### src/rtl/sbg_consts.svh
// sbg_consts.svh: offsets, field positions, reset values and divisors
// assumes byte addresses on a 32-bit APB, one register per aligned word
`ifndef SBG_CONSTS_SVH
`define SBG_CONSTS_SVH

// register byte addresses
`define SBG_CFG_OFS    8'h9C
`define SBG_CTRL_OFS   8'hA0
`define SBG_RELOAD_OFS 8'hA4
`define SBG_CNT_OFS    8'hA8

// reset values
`define SBG_CFG_RST    8'h20
`define SBG_CTRL_RST   8'h00
`define SBG_RELOAD_RST 8'h00
`define SBG_CNT_RST    8'h00

// configuration field positions
`define SBG_CFG_UPPER  7
`define SBG_CFG_FIXED  6
`define SBG_CFG_ORDER  5
`define SBG_CFG_RUN    4
`define SBG_CFG_DOUBLE 3
`define SBG_CFG_CKSEL  2
`define SBG_CFG_CKOE   1
`define SBG_CFG_TIMER  0

// divisors in system clocks or overflows, and the counter top value
`define SBG_DIV_SLOW   8'h0C
`define SBG_DIV_FAST   8'h04
`define SBG_M2_BASE    8'h40
`define SBG_M2_SLOW    8'hC0
`define SBG_M13_BASE   8'h20
`define SBG_CNT_MAX    8'hFF

`endif

### src/rtl/sbg_pkg.sv
// sbg_pkg.sv: types shared by the rate generator files
// assumes the field order of the configuration and control bytes
`default_nettype none

package sbg_pkg;

  // configuration byte, msb first
  typedef struct packed {
    logic mode_bit_upper;
    logic fixed_rate_select;
    logic data_order_or_width;
    logic generator_run;
    logic double_rate_enable;
    logic counter_clock_select;
    logic clock_out_enable;
    logic timer_mode_enable;
  } sbg_cfg_t;

  // serial control byte, msb first
  typedef struct packed {
    logic mode_bit_zero;
    logic mode_bit_one;
    logic addr_match_enable;
    logic receive_enable;
    logic ninth_transmit_bit;
    logic ninth_received_bit;
    logic transmit_flag;
    logic receive_flag;
  } sbg_ctrl_t;

  // serial operating modes
  typedef enum logic [2:0] {
    SBG_MODE_SHIFT,
    SBG_MODE_UART8,
    SBG_MODE_UART9_FIXED,
    SBG_MODE_UART9_VAR,
    SBG_MODE_SPI,
    SBG_MODE_RSVD
  } sbg_mode_t;

endpackage

`default_nettype wire

### src/rtl/sbg_divider.sv
// sbg_divider.sv: divides a step pulse by a live period, one-cycle tick out
// assumes period is at least one; a count at or past a shorter new period minus one wraps on the next step
`default_nettype none

module sbg_divider
  import sbg_pkg::*;
#(
  parameter int W = 8
) (
  input  wire logic         clk,
  input  wire logic         rst_n,
  input  wire logic         step,
  input  wire logic [W-1:0] period,
  output logic              tick
);

  logic [W-1:0] cnt;
  logic [W-1:0] top_val;
  logic         last;
  logic [W-1:0] next_cnt;

  // wrap at period minus one
  assign top_val  = period - W'(1);
  assign last     = cnt >= top_val;
  assign next_cnt = last ? '0 : cnt + W'(1);

  // count steps, tick on the wrap
  always_ff @(posedge clk) begin
    if (!rst_n) begin
      cnt  <= '0;
      tick <= 1'b0;
    end else begin
      tick <= step & last;
      if (step) begin
        cnt <= next_cnt;
      end
    end
  end

endmodule

`default_nettype wire

### src/rtl/sbg_top.sv
// sbg_top.sv: serial port rate generator, mode decode and spare timer
// assumes an APB master on SYS_CLK and a serial engine taking the ticks
//
// Functional notes
// - mode is three bits: shift, uart8, two uart9, spi, rest reserved
// - modes 0 and 4 shift at clock/12, or clock/4 with fixed rate set
// - mode 2 runs at clock/64 or clock/192, halved by double rate
// - outside timer mode data order bit one sends lsb first
// - in timer mode data order bit picks 8-bit reload or 16-bit timer
// - counter counts only while the run bit is set, else holds
// - double rate bit doubles the serial baud rate in modes 1, 2 and 3 only
// - counter clocked by clock/12, or every clock with select set
// - clock output drives the pin only while its enable is set
// - timer mode disables the port, frees the timer, adds pin detector
// - 8-bit up-counter reloads from reload register on each overflow
// - reload write with the generator stopped also loads the counter
// - running reload writes leave counter; counter writes leave reload
// - clock output toggles on every overflow, half the overflow rate
// - overflow goes to other peripherals whether port runs or idles
// - in timer mode each overflow sets the transmit flag
// - receive flag on pin fall, or rise when ninth received bit set
// - both flags raise the port interrupt, gated by tb8 and ren in timer mode only
// - power-down makes pin detection level based and may wake cpu
// - 16-bit timer mode counts timer 1 overflows
// - timer mode clock output toggles; its enable masks receive irq
// - modes 1 and 3 baud is 2^double/32 times overflow rate
// - configuration resets with only the data order bit set
//
// Decided for this implementation: the APB slave port.
`default_nettype none
`include "sbg_consts.svh"

module sbg_top
  import sbg_pkg::*;
(
  input  wire logic        SYS_CLK,
  input  wire logic        RST_N,
  input  wire logic        PSEL,
  input  wire logic        PENABLE,
  input  wire logic        PWRITE,
  input  wire logic [7:0]  PADDR,
  input  wire logic [31:0] PWDATA,
  output logic      [31:0] PRDATA,
  output logic             PREADY,
  output logic             PSLVERR,
  input  wire logic        RX_PIN,
  input  wire logic        TIMER1_OVF,
  input  wire logic        PWR_DOWN,
  input  wire logic        PORT_IRQ_EN,
  input  wire logic        ENG_TX_DONE,
  input  wire logic        ENG_RX_DONE,
  output logic             BAUD_TICK,
  output logic             PERIPH_CLK_TICK,
  output logic             GEN_CLK_OUT,
  output logic             GEN_CLK_OE_N,
  output logic      [2:0]  SERIAL_MODE,
  output logic             SERIAL_EN,
  output logic             LSB_FIRST,
  output logic             PORT_IRQ,
  output logic             WAKE_REQ
);

  sbg_cfg_t    cfg;
  sbg_ctrl_t   ctrl;
  logic [7:0]  reload;
  logic [7:0]  counter;

  // bus decode
  logic        setup;
  logic        acc_wr;
  logic        hit_cfg;
  logic        hit_ctrl;
  logic        hit_rl;
  logic        hit_cnt;
  logic        hit_any;
  logic        cfg_wr;
  logic        ctrl_wr;
  logic        rl_wr;
  logic        cnt_wr;
  logic [7:0]  wbyte;
  logic [7:0]  rd_byte;

  assign setup    = PSEL & ~PENABLE;
  assign acc_wr   = PSEL & PENABLE & PREADY & PWRITE;
  assign hit_cfg  = PADDR == `SBG_CFG_OFS;
  assign hit_ctrl = PADDR == `SBG_CTRL_OFS;
  assign hit_rl   = PADDR == `SBG_RELOAD_OFS;
  assign hit_cnt  = PADDR == `SBG_CNT_OFS;
  assign hit_any  = hit_cfg | hit_ctrl | hit_rl | hit_cnt;
  assign cfg_wr   = acc_wr & hit_cfg;
  assign ctrl_wr  = acc_wr & hit_ctrl;
  assign rl_wr    = acc_wr & hit_rl;
  assign cnt_wr   = acc_wr & hit_cnt;
  assign wbyte    = PWDATA[7:0];

  // read mux, narrow data in the low byte
  assign rd_byte = hit_cfg  ? cfg :
                   hit_ctrl ? ctrl :
                   hit_rl   ? reload :
                   hit_cnt  ? counter : 8'h00;

  // one wait-free access: ready rises in the access phase
  always_ff @(posedge SYS_CLK) begin
    if (!RST_N) begin
      PREADY  <= 1'b0;
      PRDATA  <= 32'h0000_0000;
      PSLVERR <= 1'b0;
    end else begin
      PREADY  <= setup;
      PRDATA  <= (setup & ~PWRITE) ? {24'h00_0000, rd_byte} : 32'h0000_0000;
      PSLVERR <= setup & ~hit_any;
    end
  end

  // prescaler and counter clock source
  logic        pre12_tick;
  logic        tmr_mode;
  logic        wide_mode;
  logic        cnt_step;
  logic        cnt_tick;
  logic        ovf;
  logic [7:0]  next_counter;
  logic [7:0]  next_reload;

  sbg_divider #(
    .W      (8)
  ) u_pre12 (
    .clk    (SYS_CLK),
    .rst_n  (RST_N),
    .step   (1'b1),
    .period (`SBG_DIV_SLOW),
    .tick   (pre12_tick)
  );

  assign tmr_mode  = cfg.timer_mode_enable;
  assign wide_mode = tmr_mode & cfg.data_order_or_width;
  // cascade on timer 1 in wide mode, else clock or clock/12
  assign cnt_step  = wide_mode ? TIMER1_OVF
                   : (cfg.counter_clock_select | pre12_tick);
  assign cnt_tick  = cfg.generator_run & cnt_step;
  assign ovf       = cnt_tick & (counter == `SBG_CNT_MAX);

  // counter: own write, stopped reload write, reload, count
  assign next_counter = cnt_wr                       ? wbyte
                      : (rl_wr & ~cfg.generator_run) ? wbyte
                      : ovf                          ? reload
                      : cnt_tick ? counter + 8'h01 : counter;
  assign next_reload  = rl_wr ? wbyte : reload;

  always_ff @(posedge SYS_CLK) begin
    if (!RST_N) begin
      cfg     <= sbg_cfg_t'(`SBG_CFG_RST);
      reload  <= `SBG_RELOAD_RST;
      counter <= `SBG_CNT_RST;
    end else begin
      if (cfg_wr) begin
        cfg <= sbg_cfg_t'(wbyte);
      end
      reload  <= next_reload;
      counter <= next_counter;
    end
  end

  // overflow-driven outputs and the clock output enable
  always_ff @(posedge SYS_CLK) begin
    if (!RST_N) begin
      GEN_CLK_OUT     <= 1'b0;
      GEN_CLK_OE_N    <= 1'b1;
      PERIPH_CLK_TICK <= 1'b0;
    end else begin
      GEN_CLK_OUT     <= GEN_CLK_OUT ^ ovf;
      GEN_CLK_OE_N    <= ~cfg.clock_out_enable;
      PERIPH_CLK_TICK <= ovf;
    end
  end

  // mode decode
  logic [2:0]  mode_num;
  sbg_mode_t   mode;

  assign mode_num = {cfg.mode_bit_upper, ctrl.mode_bit_zero, ctrl.mode_bit_one};

  always_comb begin
    case (mode_num)
      3'h0: mode = SBG_MODE_SHIFT;
      3'h1: mode = SBG_MODE_UART8;
      3'h2: mode = SBG_MODE_UART9_FIXED;
      3'h3: mode = SBG_MODE_UART9_VAR;
      3'h4: mode = SBG_MODE_SPI;
      default: mode = SBG_MODE_RSVD;
    endcase
  end

  // rate dividers per mode group
  logic        is_shift;
  logic        is_fixed;
  logic        is_var;
  logic [7:0]  shift_period;
  logic [7:0]  m2_period;
  logic [7:0]  m13_period;
  logic        shift_tick;
  logic        m2_tick;
  logic        m13_tick;
  logic        next_baud;

  assign is_shift = (mode == SBG_MODE_SHIFT) | (mode == SBG_MODE_SPI);
  assign is_fixed = mode == SBG_MODE_UART9_FIXED;
  assign is_var   = (mode == SBG_MODE_UART8) | (mode == SBG_MODE_UART9_VAR);

  assign shift_period = cfg.fixed_rate_select ? `SBG_DIV_FAST
                      : `SBG_DIV_SLOW;
  assign m2_period    = (cfg.fixed_rate_select ? `SBG_M2_SLOW : `SBG_M2_BASE)
                      >> cfg.double_rate_enable;
  assign m13_period   = `SBG_M13_BASE >> cfg.double_rate_enable;

  sbg_divider #(
    .W      (8)
  ) u_shift (
    .clk    (SYS_CLK),
    .rst_n  (RST_N),
    .step   (1'b1),
    .period (shift_period),
    .tick   (shift_tick)
  );

  sbg_divider #(
    .W      (8)
  ) u_mode2 (
    .clk    (SYS_CLK),
    .rst_n  (RST_N),
    .step   (1'b1),
    .period (m2_period),
    .tick   (m2_tick)
  );

  // overflow divided by 32, or 16 at double rate
  sbg_divider #(
    .W      (8)
  ) u_mode13 (
    .clk    (SYS_CLK),
    .rst_n  (RST_N),
    .step   (ovf),
    .period (m13_period),
    .tick   (m13_tick)
  );

  // baud tick only while the serial function is enabled
  assign next_baud = ~tmr_mode & (is_shift ? shift_tick
                                 : is_fixed ? m2_tick
                                 : is_var & m13_tick);

  always_ff @(posedge SYS_CLK) begin
    if (!RST_N) begin
      BAUD_TICK   <= 1'b0;
      SERIAL_MODE <= 3'h0;
      SERIAL_EN   <= 1'b1;
      LSB_FIRST   <= 1'b1;
    end else begin
      BAUD_TICK   <= next_baud;
      SERIAL_MODE <= mode_num;
      SERIAL_EN   <= ~tmr_mode;
      LSB_FIRST   <= cfg.data_order_or_width & ~tmr_mode;
    end
  end

  // receive pin synchroniser and change detector
  logic        rx_meta;
  logic        rx_sync;
  logic        rx_prev;
  logic        rx_edge;
  logic        rx_level;
  logic        rx_event;

  always_ff @(posedge SYS_CLK) begin
    if (!RST_N) begin
      rx_meta <= 1'b1;
      rx_sync <= 1'b1;
      rx_prev <= 1'b1;
    end else begin
      rx_meta <= RX_PIN;
      rx_sync <= rx_meta;
      rx_prev <= rx_sync;
    end
  end

  assign rx_edge  = ctrl.ninth_received_bit ? (rx_sync & ~rx_prev)
                  : (rx_prev & ~rx_sync);
  assign rx_level = ctrl.ninth_received_bit ? rx_sync : ~rx_sync;
  assign rx_event = PWR_DOWN ? rx_level : rx_edge;

  // flag sources, hardware set beats software clear
  logic        ti_set;
  logic        ri_set;
  sbg_ctrl_t   ctrl_base;
  logic        next_ti;
  logic        next_ri;

  assign ti_set    = tmr_mode ? ovf : ENG_TX_DONE;
  assign ri_set    = tmr_mode ? (ctrl.receive_enable & rx_event)
                   : ENG_RX_DONE;
  assign ctrl_base = ctrl_wr ? sbg_ctrl_t'(wbyte) : ctrl;
  assign next_ti   = ctrl_base.transmit_flag | ti_set;
  assign next_ri   = ctrl_base.receive_flag | ri_set;

  always_ff @(posedge SYS_CLK) begin
    if (!RST_N) begin
      ctrl <= sbg_ctrl_t'(`SBG_CTRL_RST);
    end else begin
      ctrl               <= ctrl_base;
      ctrl.transmit_flag <= next_ti;
      ctrl.receive_flag  <= next_ri;
    end
  end

  // port interrupt and wake request
  logic        irq_tmr;
  logic        next_irq;

  assign irq_tmr  = (ctrl.transmit_flag & ctrl.ninth_transmit_bit)
                  | (ctrl.receive_flag & ctrl.receive_enable
                     & ~cfg.clock_out_enable);
  assign next_irq = tmr_mode ? irq_tmr
                  : (ctrl.transmit_flag | ctrl.receive_flag);

  always_ff @(posedge SYS_CLK) begin
    if (!RST_N) begin
      PORT_IRQ <= 1'b0;
      WAKE_REQ <= 1'b0;
    end else begin
      PORT_IRQ <= next_irq;
      WAKE_REQ <= PWR_DOWN & PORT_IRQ_EN & next_irq;
    end
  end
endmodule

`default_nettype wire

### config.mk
export PLATFORM = sky130hd
export DESIGN_NAME = sbg_top
export DESIGN_NICKNAME = d
export VERILOG_FILES = /design/src/rtl/sbg_pkg.sv /design/src/rtl/sbg_divider.sv /design/src/rtl/sbg_top.sv
export VERILOG_INCLUDE_DIRS = /design/src /design/src/rtl
export SDC_FILE = /design/constraint.sdc
export NUM_CORES = 1
export LEC_CHECK = 0
export BUFFER_PORTS_ARGS = -buffer_cell sky130_fd_sc_hd__buf_2
export CAP_MARGIN = 20
export CORE_MARGIN = 2
export CORE_UTILIZATION = 45
export CTS_CLUSTER_SIZE = 30
export DETAILED_ROUTE_END_ITERATION = 6
export PLACE_DENSITY = 0.68
export REMOVE_ABC_BUFFERS = 1
export SLEW_MARGIN = 20
export SYNTH_ARGS = -nofsm -noshare
export SYNTH_HDL_FRONTEND = slang
export SYNTH_SLANG_ARGS = --single-unit
### constraint.sdc
create_clock -name SYS_CLK -period 1.65 [get_ports SYS_CLK]
set_input_delay 0.165 -clock SYS_CLK [delete_from_list [all_inputs] [get_ports SYS_CLK]]
set_output_delay 0.165 -clock SYS_CLK [all_outputs]
set_load 0.005 [all_outputs]
After elaboration in Yosys (flattened, before gate mapping)
Cells that the tools add are included.

storage, ports and cells
  register bits after elaboration = 116
  input bits = 51
  output and inout port bits = 45
  logic and storage cells = 144

operators by class
  add/subtract/negate cells = 8
  $lt $le $gt $ge = 4
  equality and inequality tests = 13
  shift-type cells = 2
  multiplexer cells = 22
  bitwise gates (word level) = 46
  reduce and logical (&&, ||, !) cells = 7

operator list
  kind                   count
  $mux W8                10
  $add A8 B1 Y8 const B  5
  $eq A8 B8 Y1 const B   5
  $and A1 B1 Y1          26
  $ge A8 B8 Y1           3
  $sub A8 B1 Y8 const B  2
  $pmux W3 S5            1
  $eq A3 B2 Y1 const B   4
  $or A1 B1 Y1           10
  $mux W1                9
  $not A1 Y1             9
  $ge A8 B4 Y1 const B   1
  $shr A6 B1 Y8 const A  1
  $shr A8 B1 Y8          1
  $eq A3 B1 Y1 const B   2
  $eq A3 B3 Y1 const B   2
  $logic_not A3 Y1       2
  $reduce_or A2 Y1       3
  $sub A4 B1 Y5 const B  1
  $mux W4                1
  $reduce_bool A4 Y1     1
  $mux W2                1
  $reduce_and A2 Y1      1
  $xor A1 B1 Y1          1

Logic depth before layout (Yosys ltp)
Gate-level depths: netlist of the first run.

  depth in word-level cells = 8
  depth in mapped cells = 7
  mapped depth without buffers = 6

Cells and area by module
Synthesis of the first run repeated with hierarchy kept, for this count alone.

unflattened totals
  cell total of the unflattened synthesis = 620
  area, all modules = 5534.1 µm²

modules (own cells, without submodules)
  module                      times used  cells each  area each (µm²)  sequential area each (µm²)
  sbg_top                     1           317         2747.6           1121.1
  sbg_divider (u_mode13 ...)  3           74          681.9            180.2
  sbg_divider (u_pre12)       1           81          740.7            180.2

Worst setup path before layout of the first run
No wires, ideal clock.

  path type = reg-to-reg
  from = register counter[0]
  to = register u_mode13.cnt[3]
  arrival = 1.703 ns
  path slack = -0.182 ns
  cell stages (with the launch flop) = 8
  path buffers = 1
  period minus slack after synthesis = 1.832 ns
  cell sequence = dfxtp_1 ha_1 buf_4 nand4_4 a2111oi_4 and2_1 xnor2_1 nor2_2

on the way
  word-level cells in the longest chain between the ends = 2

RTL lines
  item                    RTL line           source
  from (decl)             sbg_top.sv:66      logic [7:0] counter;
  from (signal assigned)  sbg_top.sv:154     counter <= `SBG_CNT_RST;
  from (signal assigned)  sbg_top.sv:160     counter <= next_counter;
  $eq A8 B8 Y1 (no line)  n/a
  $and A1 B1 Y1           sbg_top.sv:141     assign ovf = cnt_tick & (counter == `SBG_CNT_MAX);
  to (signal assigned)    sbg_divider.sv:35  cnt <= next_cnt;
  to (decl)               sbg_divider.sv:17  logic [W-1:0] cnt;

No other way between the ends.
A chain may end at the register's enable or synchronous reset.

Final worst setup path of the first run
  from = register cfg (netlist bit tmr_mode)
  to = register counter[7]

on the way
  word-level cells in the longest chain between the ends = 7
  elaborated cells on any way between the ends = 8
  those cells by class = mux (4); bitwise (3); reduce/logical (1)

RTL lines
  item                    RTL line        source
  from (decl)             sbg_top.sv:63   sbg_cfg_t cfg;
  from (signal assigned)  sbg_top.sv:152  cfg <= sbg_cfg_t'(`SBG_CFG_RST);
  from (signal assigned)  sbg_top.sv:157  cfg <= sbg_cfg_t'(wbyte);
  $and A1 B1 Y1 *         sbg_top.sv:136  assign wide_mode = tmr_mode & cfg.data_order_or_width;
  $mux W1 *               sbg_top.sv:138  assign cnt_step = wide_mode ? TIMER1_OVF
  $and A1 B1 Y1 *         sbg_top.sv:140  assign cnt_tick = cfg.generator_run & cnt_step;
  $and A1 B1 Y1           sbg_top.sv:141
  $mux W8                 sbg_top.sv:146  : ovf ? reload
  $mux W8                 sbg_top.sv:145  : (rl_wr & ~cfg.generator_run) ? wbyte
  $mux W8                 sbg_top.sv:144  assign next_counter = cnt_wr ? wbyte

Every way passes the cells marked *; elsewhere a longest branch is shown, timed or not.

==> results.txt, run 1 <==
Yosys reg bits: 92
Overall Global Routing Usage: 0.192
die span in x: 100 µm
final hold vios: 0
Critical R2R Launch: tmr_mode
HP Class: input port to flop
asr flop ratio synth: 0
sequential area share after synthesis: 0.442
Placer Congestion: 0.902
Clk network pwr share: 0.403
largest net degree at the start of global routing: 31
Die Footprint: 10,000 µm²
first-pass GRT wire length: 15,300 µm
routed len/inst: 14.3 µm
clock slew seen by the registers of the worst setup and hold paths: 0.09 ns
Starting Density: 0.457
worst hold path endpoint: WAKE_REQ
Clock Sinks: 92
Synth area leader: dfxtp_1
core box area: 9110 µm²
Comb pwr share: 0.054
fin crit share: 0.965
H-tree depth: 3
final slew viol count: 0
Worst setup SP type: flop
Non-Filler Instances: 662
number of synthesized flops with an enable pin: 0
WL final: 9460 µm
min-delay src: PORT_IRQ_EN
Diodes inserted: 0
Setup TNS: 0 ns
Final Skew: 0.0106 ns
max cap viols: 0
Setup violations, final: 0
Avg Inst Size Synth: 9.42 µm²
Die Y-Extent: 100 µm
IO buf count: 47
sequential share of power: 0.543
Vias: 3,417
vias in the first global route: 3,274
row count: 35
Worst R2R End: counter[7]
dpl cells: 643
ANT nets after route: 0
post-layout min period: 1.59 ns
layout cell share with drive strength beyond 1: 0.285
GR Overflow Total: 0
Cells after Synth: 442
Arrival @ worst endpoint: 1.88 ns
synth warn: 0
Crit Path Max Fanout: 6
vias per cell: 5.16
Inserted Clock Buffers: 9
r2r worst-path depth: 6
status: complete, no violations
reg-to-reg slack, setup: 0.06 ns
area delta synth->final: 22.7%
post-synth top area share: 0.442
TritonCTS clock tree: built
Detail Placement HPWL: 6890 µm
P_sw: 925 µW
pwr dens: 816 nW/µm²
Required @ worst endpoint: 1.94 ns
Power, Total: 4.17 mW
WS Path Type: flop to flop
worst hold path depth: 2
Pre-antenna DRT Iters: 4
Synth cell types: 61
switching part of the total: 0.222
FMAX: 628 MHz
io pins: 96
top_reg_cell synth: dfxtp_1
latest clock arrival within the worst-skew pair: 0.35 ns
internal power: 3.24 mW
Pleak: 2.25 nW
Synth area leaders: dfxtp_1 44%, mux2i_1 6.3%, buf_4 4.5%
crit path capture type: flop
CTS root buffer: clkbuf_8
hold_ws: 0.0381 ns
nets: 607
Mapped Area: 4160 µm²
initial antenna violation count: 0
Bufs on Longest Clock Path: 2
Residual DRC: 0
VDD IR max: 0.442 mV
Iter 0 DRT Violations: 102
cell usage after synthesis, drive strengths merged, types with 2 or more instances:
master and instances:
a31oi 7, ha 10, dfxtp 92, and2 9, o41ai 3, mux2 3
nor2b 29, nand2 45, clkbuf 6, inv 11, nand4 6, xor2 10
o21ai 18, or3 2, mux2i 26, o22ai 4, a21o 2, nor3 9
o21a 2, or4 2, xnor2 5, nand3b 2, o211ai 2, nor4 4
a21boi 4, and3 4, nor2 37, a21oi 19, nand3 13, nand2b 5
a41o 3, buf 30, a211oi 3
critical path, stage by stage, from the launching register on:
cell and delay (ns):
dfxtp_4 0.37, and3b_4 0.19, buf_6 0.12, nor4_4 0.35
a41oi_2 0.16, a41o_1 0.24, a21oi_2 0.11
area by class of cell:
cell class              count  area, µm²
flip-flops and latches     92       1860
inverters                  12       45.0
well taps                 111        139
fillers                   815       4000
clock inverters             5       83.8
clock buffers              11        141
multi-input cells         332       2210
repair buffers             99        632
logic make-up (layout without fill, tap and decap cells):
logic type                 count (synthesis)  after routing  share of synthesized area
and+or+nand+nor                          173            173                      0.229
DFF                                       92             92                      0.442
AOI/OAI and AO/OA                         74             74                      0.125
buffers and inverters                     48            127                     0.0703
muxes                                     29             29                     0.0706
xor gates and xnor gates                  15             15                     0.0316
adders and majority gates                 10             10                     0.0301
other                                      1             31                   0.000901
how the worst max path moves through the flow:
stage               start         endpoint  slack [ns]
2_1_floorplan  counter[0]  u_mode13.cnt[3]       -0.24
3_3_place_gp   counter[0]      GEN_CLK_OUT       -0.03
3_5_place_dp   counter[0]      GEN_CLK_OUT       -0.05
4_1_cts        counter[3]       counter[7]       0.004
5_1_grt        counter[0]  u_mode13.cnt[4]       -0.02
6_report         tmr_mode       counter[7]        0.06
sequential cells by signal, indices dropped and copies added (netlist names), 3 cells and up:
signal and flops:
u_mode2.cnt 8, u_mode13.cnt 8, PRDATA 8, cfg 7, ctrl 8, u_shift.cnt 8
reload 8, SERIAL_MODE 3, counter 8, u_pre12.cnt 8
layout by cell type, fill, tap and decap left out, types with 3 or more instances in the layout:
cell and instances:
o21ai_1 6, nand2b_1 5, dfxtp_1 83, a31oi_1 7, buf_4 50, conb_1 31
xnor2_1 5, inv_1 10, buf_2 47, and2_1 8, nand4_1 5, a21oi_1 17
ha_1 9, o21ai_0 11, clkbuf_8 10, a41o_1 3, o22ai_1 4, nor2b_1 29
o41ai_2 3, nand2_1 45, dfxtp_2 8, nor3_1 5, xor2_1 10, mux2i_1 26
nand3_1 11, and3_1 4, a211oi_2 3, nor2_1 34
power by group through the flow:
| stage | Clock (mW) | Combinational (mW) | Sequential (mW) |
|---|---|---|---|
| global route | 1.81 | 0.251 | 2.27 |
| finish | 1.68 | 0.223 | 2.26 |
| CTS | 1.72 | 0.221 | 2.27 |
| detailed placement | 0 | 0.217 | 2.32 |
| global placement | 0 | 0.213 | 2.32 |
| floorplan | 0 | 0.0994 | 2.32 |
routing by layer:
layer  track usage  routed length, µm
met1         0.239               4140
met2         0.322               4680
met3        0.0313                461
met4        0.0938                174
met5             0                  0
per-stage QoR:
step | utilization | setup WS (ns) | area (µm²)
2_1_floorplan | - | -0.240 | 4030
6_report | 0.561 | 0.0572 | 5110
3_5_place_dp | 0.524 | -0.0541 | 4770
4_1_cts | 0.552 | 0.00407 | 5020
5_1_grt | 0.561 | -0.0247 | 5110
3_3_place_gp | 0.524 | -0.0318 | 4770
what timing repair did:
item | 4_1_cts | 5_1_grt
setup endpoints to repair | 13 | 17
pin swaps | 2 | 6
buffers inserted | 1 | 1
hold buffers | 1 | 0
endpoints found under the hold margin | 1 | 0
resized for setup | 4 | 25
(Power assumes the default switching activity.)
==> run 2: changes to the inputs <==
--- a/config.mk
+++ b/config.mk
@@ -14,6 +14,7 @@
 export DETAILED_ROUTE_END_ITERATION = 6
 export PLACE_DENSITY = 0.68
 export REMOVE_ABC_BUFFERS = 1
+export SETUP_SLACK_MARGIN = 0.2
 export SLEW_MARGIN = 20
 export SYNTH_ARGS = -nofsm -noshare
 export SYNTH_HDL_FRONTEND = slang
==> run 2 against run 1 <==
Compared with the run above: fmax shrank 0.68%; final area grew 6.0%; cell count grew 1.4%; die area is the same; core utilization grew 3.4 points; sequential power is essentially flat; register-to-register slack is essentially flat; setup slack lost 0.011 ns; total power grew 0.55%; sequential share of layout area shrank 1.8 points; critical path type unchanged; highest routed layer unchanged.
==> results.txt, run 2 (synthesis gave the netlist of run 1 again) <==
VDD IR max: 0.379 mV (was 0.442 mV)
largest net degree at the start of global routing: 31 (unchanged)
Pleak: 2.34 nW (was 2.25 nW)
row count: 35 (unchanged)
final slew viol count: 0 (unchanged)
final hold vios: 0 (unchanged)
global-route met2 utilization: 0.332 (was 0.322)
Seq. cell area: 1870 µm² (was 1860 µm²)
Placer Congestion: 0.902 (unchanged)
pwr dens: 774 nW/µm² (was 816 nW/µm²)
IO buf count: 47 (unchanged)
CTS root buffer: clkbuf_8 (unchanged)
post-layout min period: 1.60 ns (was 1.59 ns)
Pre-antenna DRT Iters: 5 (was 4)
Starting Density: 0.457 (unchanged)
Bufs on Longest Clock Path: 2 (unchanged)
first-pass GRT wire length: 15,800 µm (was 15,300 µm)
Setup violations, final: 0 (unchanged)
crit path capture type: flop (unchanged)
Overall Global Routing Usage: 0.197 (was 0.192)
Critical R2R Launch: tmr_mode (unchanged)
vias per cell: 5.20 (was 5.16)
busiest grt layer: met2 (unchanged)
internal power: 3.24 mW (about the same)
RSZ-0062 raised after global routing: yes
H-tree depth: 3 (unchanged)
commonest non-fill, non-tap cells in the layout: 77 x dfxtp_1, 47 x buf_2, 46 x buf_4 (was 83 x dfxtp_1, 50 x buf_4, 47 x buf_2)
final setup margin: 0.0463 ns (was 0.0572 ns)
Arrival @ worst endpoint: 1.85 ns (was 1.88 ns)
status: complete, no violations (unchanged)
Clock Sinks: 92 (unchanged)
fin crit share: 0.972 (was 0.965)
Inserted Clock Buffers: 9 (unchanged)
M1 GR Usage: 0.247 (was 0.239)
Comb pwr share: 0.056 (was 0.054)
commonest non-fill, non-tap cell in the layout: dfxtp_1 (unchanged)
GR Layer Usage met3: 0.0299 (was 0.0313)
r2r worst-path depth: 5 (was 6)
Residual DRC: 0 (unchanged)
layout cell share with drive strength beyond 1: 0.346 (was 0.285)
nets: 616 (was 607)
TritonCTS clock tree: built (unchanged)
fin area: 5410 µm² (was 5110 µm²)
Worst R2R End: counter[4] (was counter[7])
reg-to-reg slack, setup: 0.05 ns (was 0.06 ns)
core box area: 9110 µm² (unchanged)
Die Footprint: 10,000 µm² (unchanged)
Critical Path End: counter[4] (was counter[7])
Setup Slack @ Placement: -0.0541 ns (unchanged)
HP Class: input port to flop (unchanged)
FMAX: 624 MHz (was 628 MHz)
WL final: 9960 µm (was 9460 µm)
vias in the first global route: 3,330 (was 3,274)
Final Skew: 0.0131 ns (was 0.0106 ns)
filler instances: 757 (was 815)
io pins: 96 (unchanged)
latest clock arrival within the worst-skew pair: 0.37 ns (was 0.35 ns)
P_sw: 948 µW (was 925 µW)
max cap viols: 0 (unchanged)
Detail Placement HPWL: 6890 µm (unchanged)
placed instance area: 4770 µm² (unchanged)
Required @ worst endpoint: 1.90 ns (was 1.94 ns)
Clk network pwr share: 0.405 (was 0.403)
area delta synth->final: 30.1% (was 22.7%)
WS Path Type: flop to flop (unchanged)
ANT nets after route: 0 (unchanged)
Vias: 3,489 (was 3,417)
die span in x: 100 µm (unchanged)
Worst setup SP type: flop (unchanged)
clock slew seen by the registers of the worst setup and hold paths: 0.09 ns (about the same)
sequential share of power: 0.539 (was 0.543)
Crit Path Max Fanout: 6 (unchanged)
Iter 0 DRT Violations: 123 (was 102)
initial antenna violation count: 0 (unchanged)
critical path startpoint: tmr_mode (unchanged)
Diodes inserted: 0 (unchanged)
routed len/inst: 14.8 µm (was 14.3 µm)
area of the multi-input gates: 2390 µm² (was 2210 µm²)
switching part of the total: 0.226 (was 0.222)
Die Y-Extent: 100 µm (unchanged)
GR Overflow Total: 0 (unchanged)
[run 2: cell types whose count changed in the layout (fill, tap and decap cells not counted), sizes merged]
cell | previous run | this run
buf | 98 | 107
[run 2: stage by stage]
step	power [mW]	cells	hold slack, ns	util	setup TNS [ns]
global route	4.34	671	0.0237	0.594	0
CTS	4.20	665	0.0196	0.573	0
detailed placement	2.54	643	0.362	0.524	-0.170
global placement	2.53	643	0.347	0.524	-0.0493
floorplan	2.42	436	0.234	-	-1.43
finish	4.19	671	0.0297	0.594	0
[run 2: power groups by stage]
| stage | Sequential, mW | Clock [mW] | Combinational [mW] |
|---|---|---|---|
| final | 2.26 | 1.70 | 0.233 |
| after global routing | 2.26 | 1.82 | 0.260 |
| after CTS | 2.26 | 1.72 | 0.225 |
| after detailed placement | 2.32 | 0 | 0.217 |
| after global placement | 2.32 | 0 | 0.213 |
| after floorplan | 2.32 | 0 | 0.0994 |
[run 2: worst min-delay path by stage]
stage / startpoint / endpoint / slack, ns / cells after the start
after floorplan: RST_N / GEN_CLK_OE_N / 0.23 / 1
after global placement: RX_PIN / rx_meta / 0.35 / 2
after detailed placement: RX_PIN / rx_meta / 0.36 / 2
after CTS: PORT_IRQ_EN / WAKE_REQ / 0.02 / 2
after global routing: PORT_IRQ_EN / WAKE_REQ / 0.02 / 2
final: PORT_IRQ_EN / WAKE_REQ / 0.03 / 2
[run 2: final cells by class]
cell class,count,share of cell area
Sequential cell,92,0.346
Tap cell,111,0.0257
Clock inverter,5,0.0155
Timing Repair Buffer,108,0.138
Inverter,12,0.00832
Multi-Input combinational cell,332,0.441
Clock buffer,11,0.0261
[run 2: layer usage]
layer  wire length [µm]  share of wire  vias to the layer above
li1                   -              -                     1709
met1               4320           0.43                     1659
met2               4900           0.49                       97
met3                451          0.045                       24
met4                294          0.030                        0
met5                  0              0                        -
[run 2: critical path: stages, from the launching register on]
cell,delay [ns]
dfxtp_4,0.37
and3b_4,0.20
or3_4,0.41
nor2_1,0.17
mux2i_1,0.23
o22ai_1,0.11
[run 2: what timing repair did]
item,4_1_cts,5_1_grt
endpoints found under the setup margin,29,36
endpoints found under the hold margin,1,0
hold buffers,1,0
pin swaps,18,18
resized for setup,50,33
setup buffers,5,6
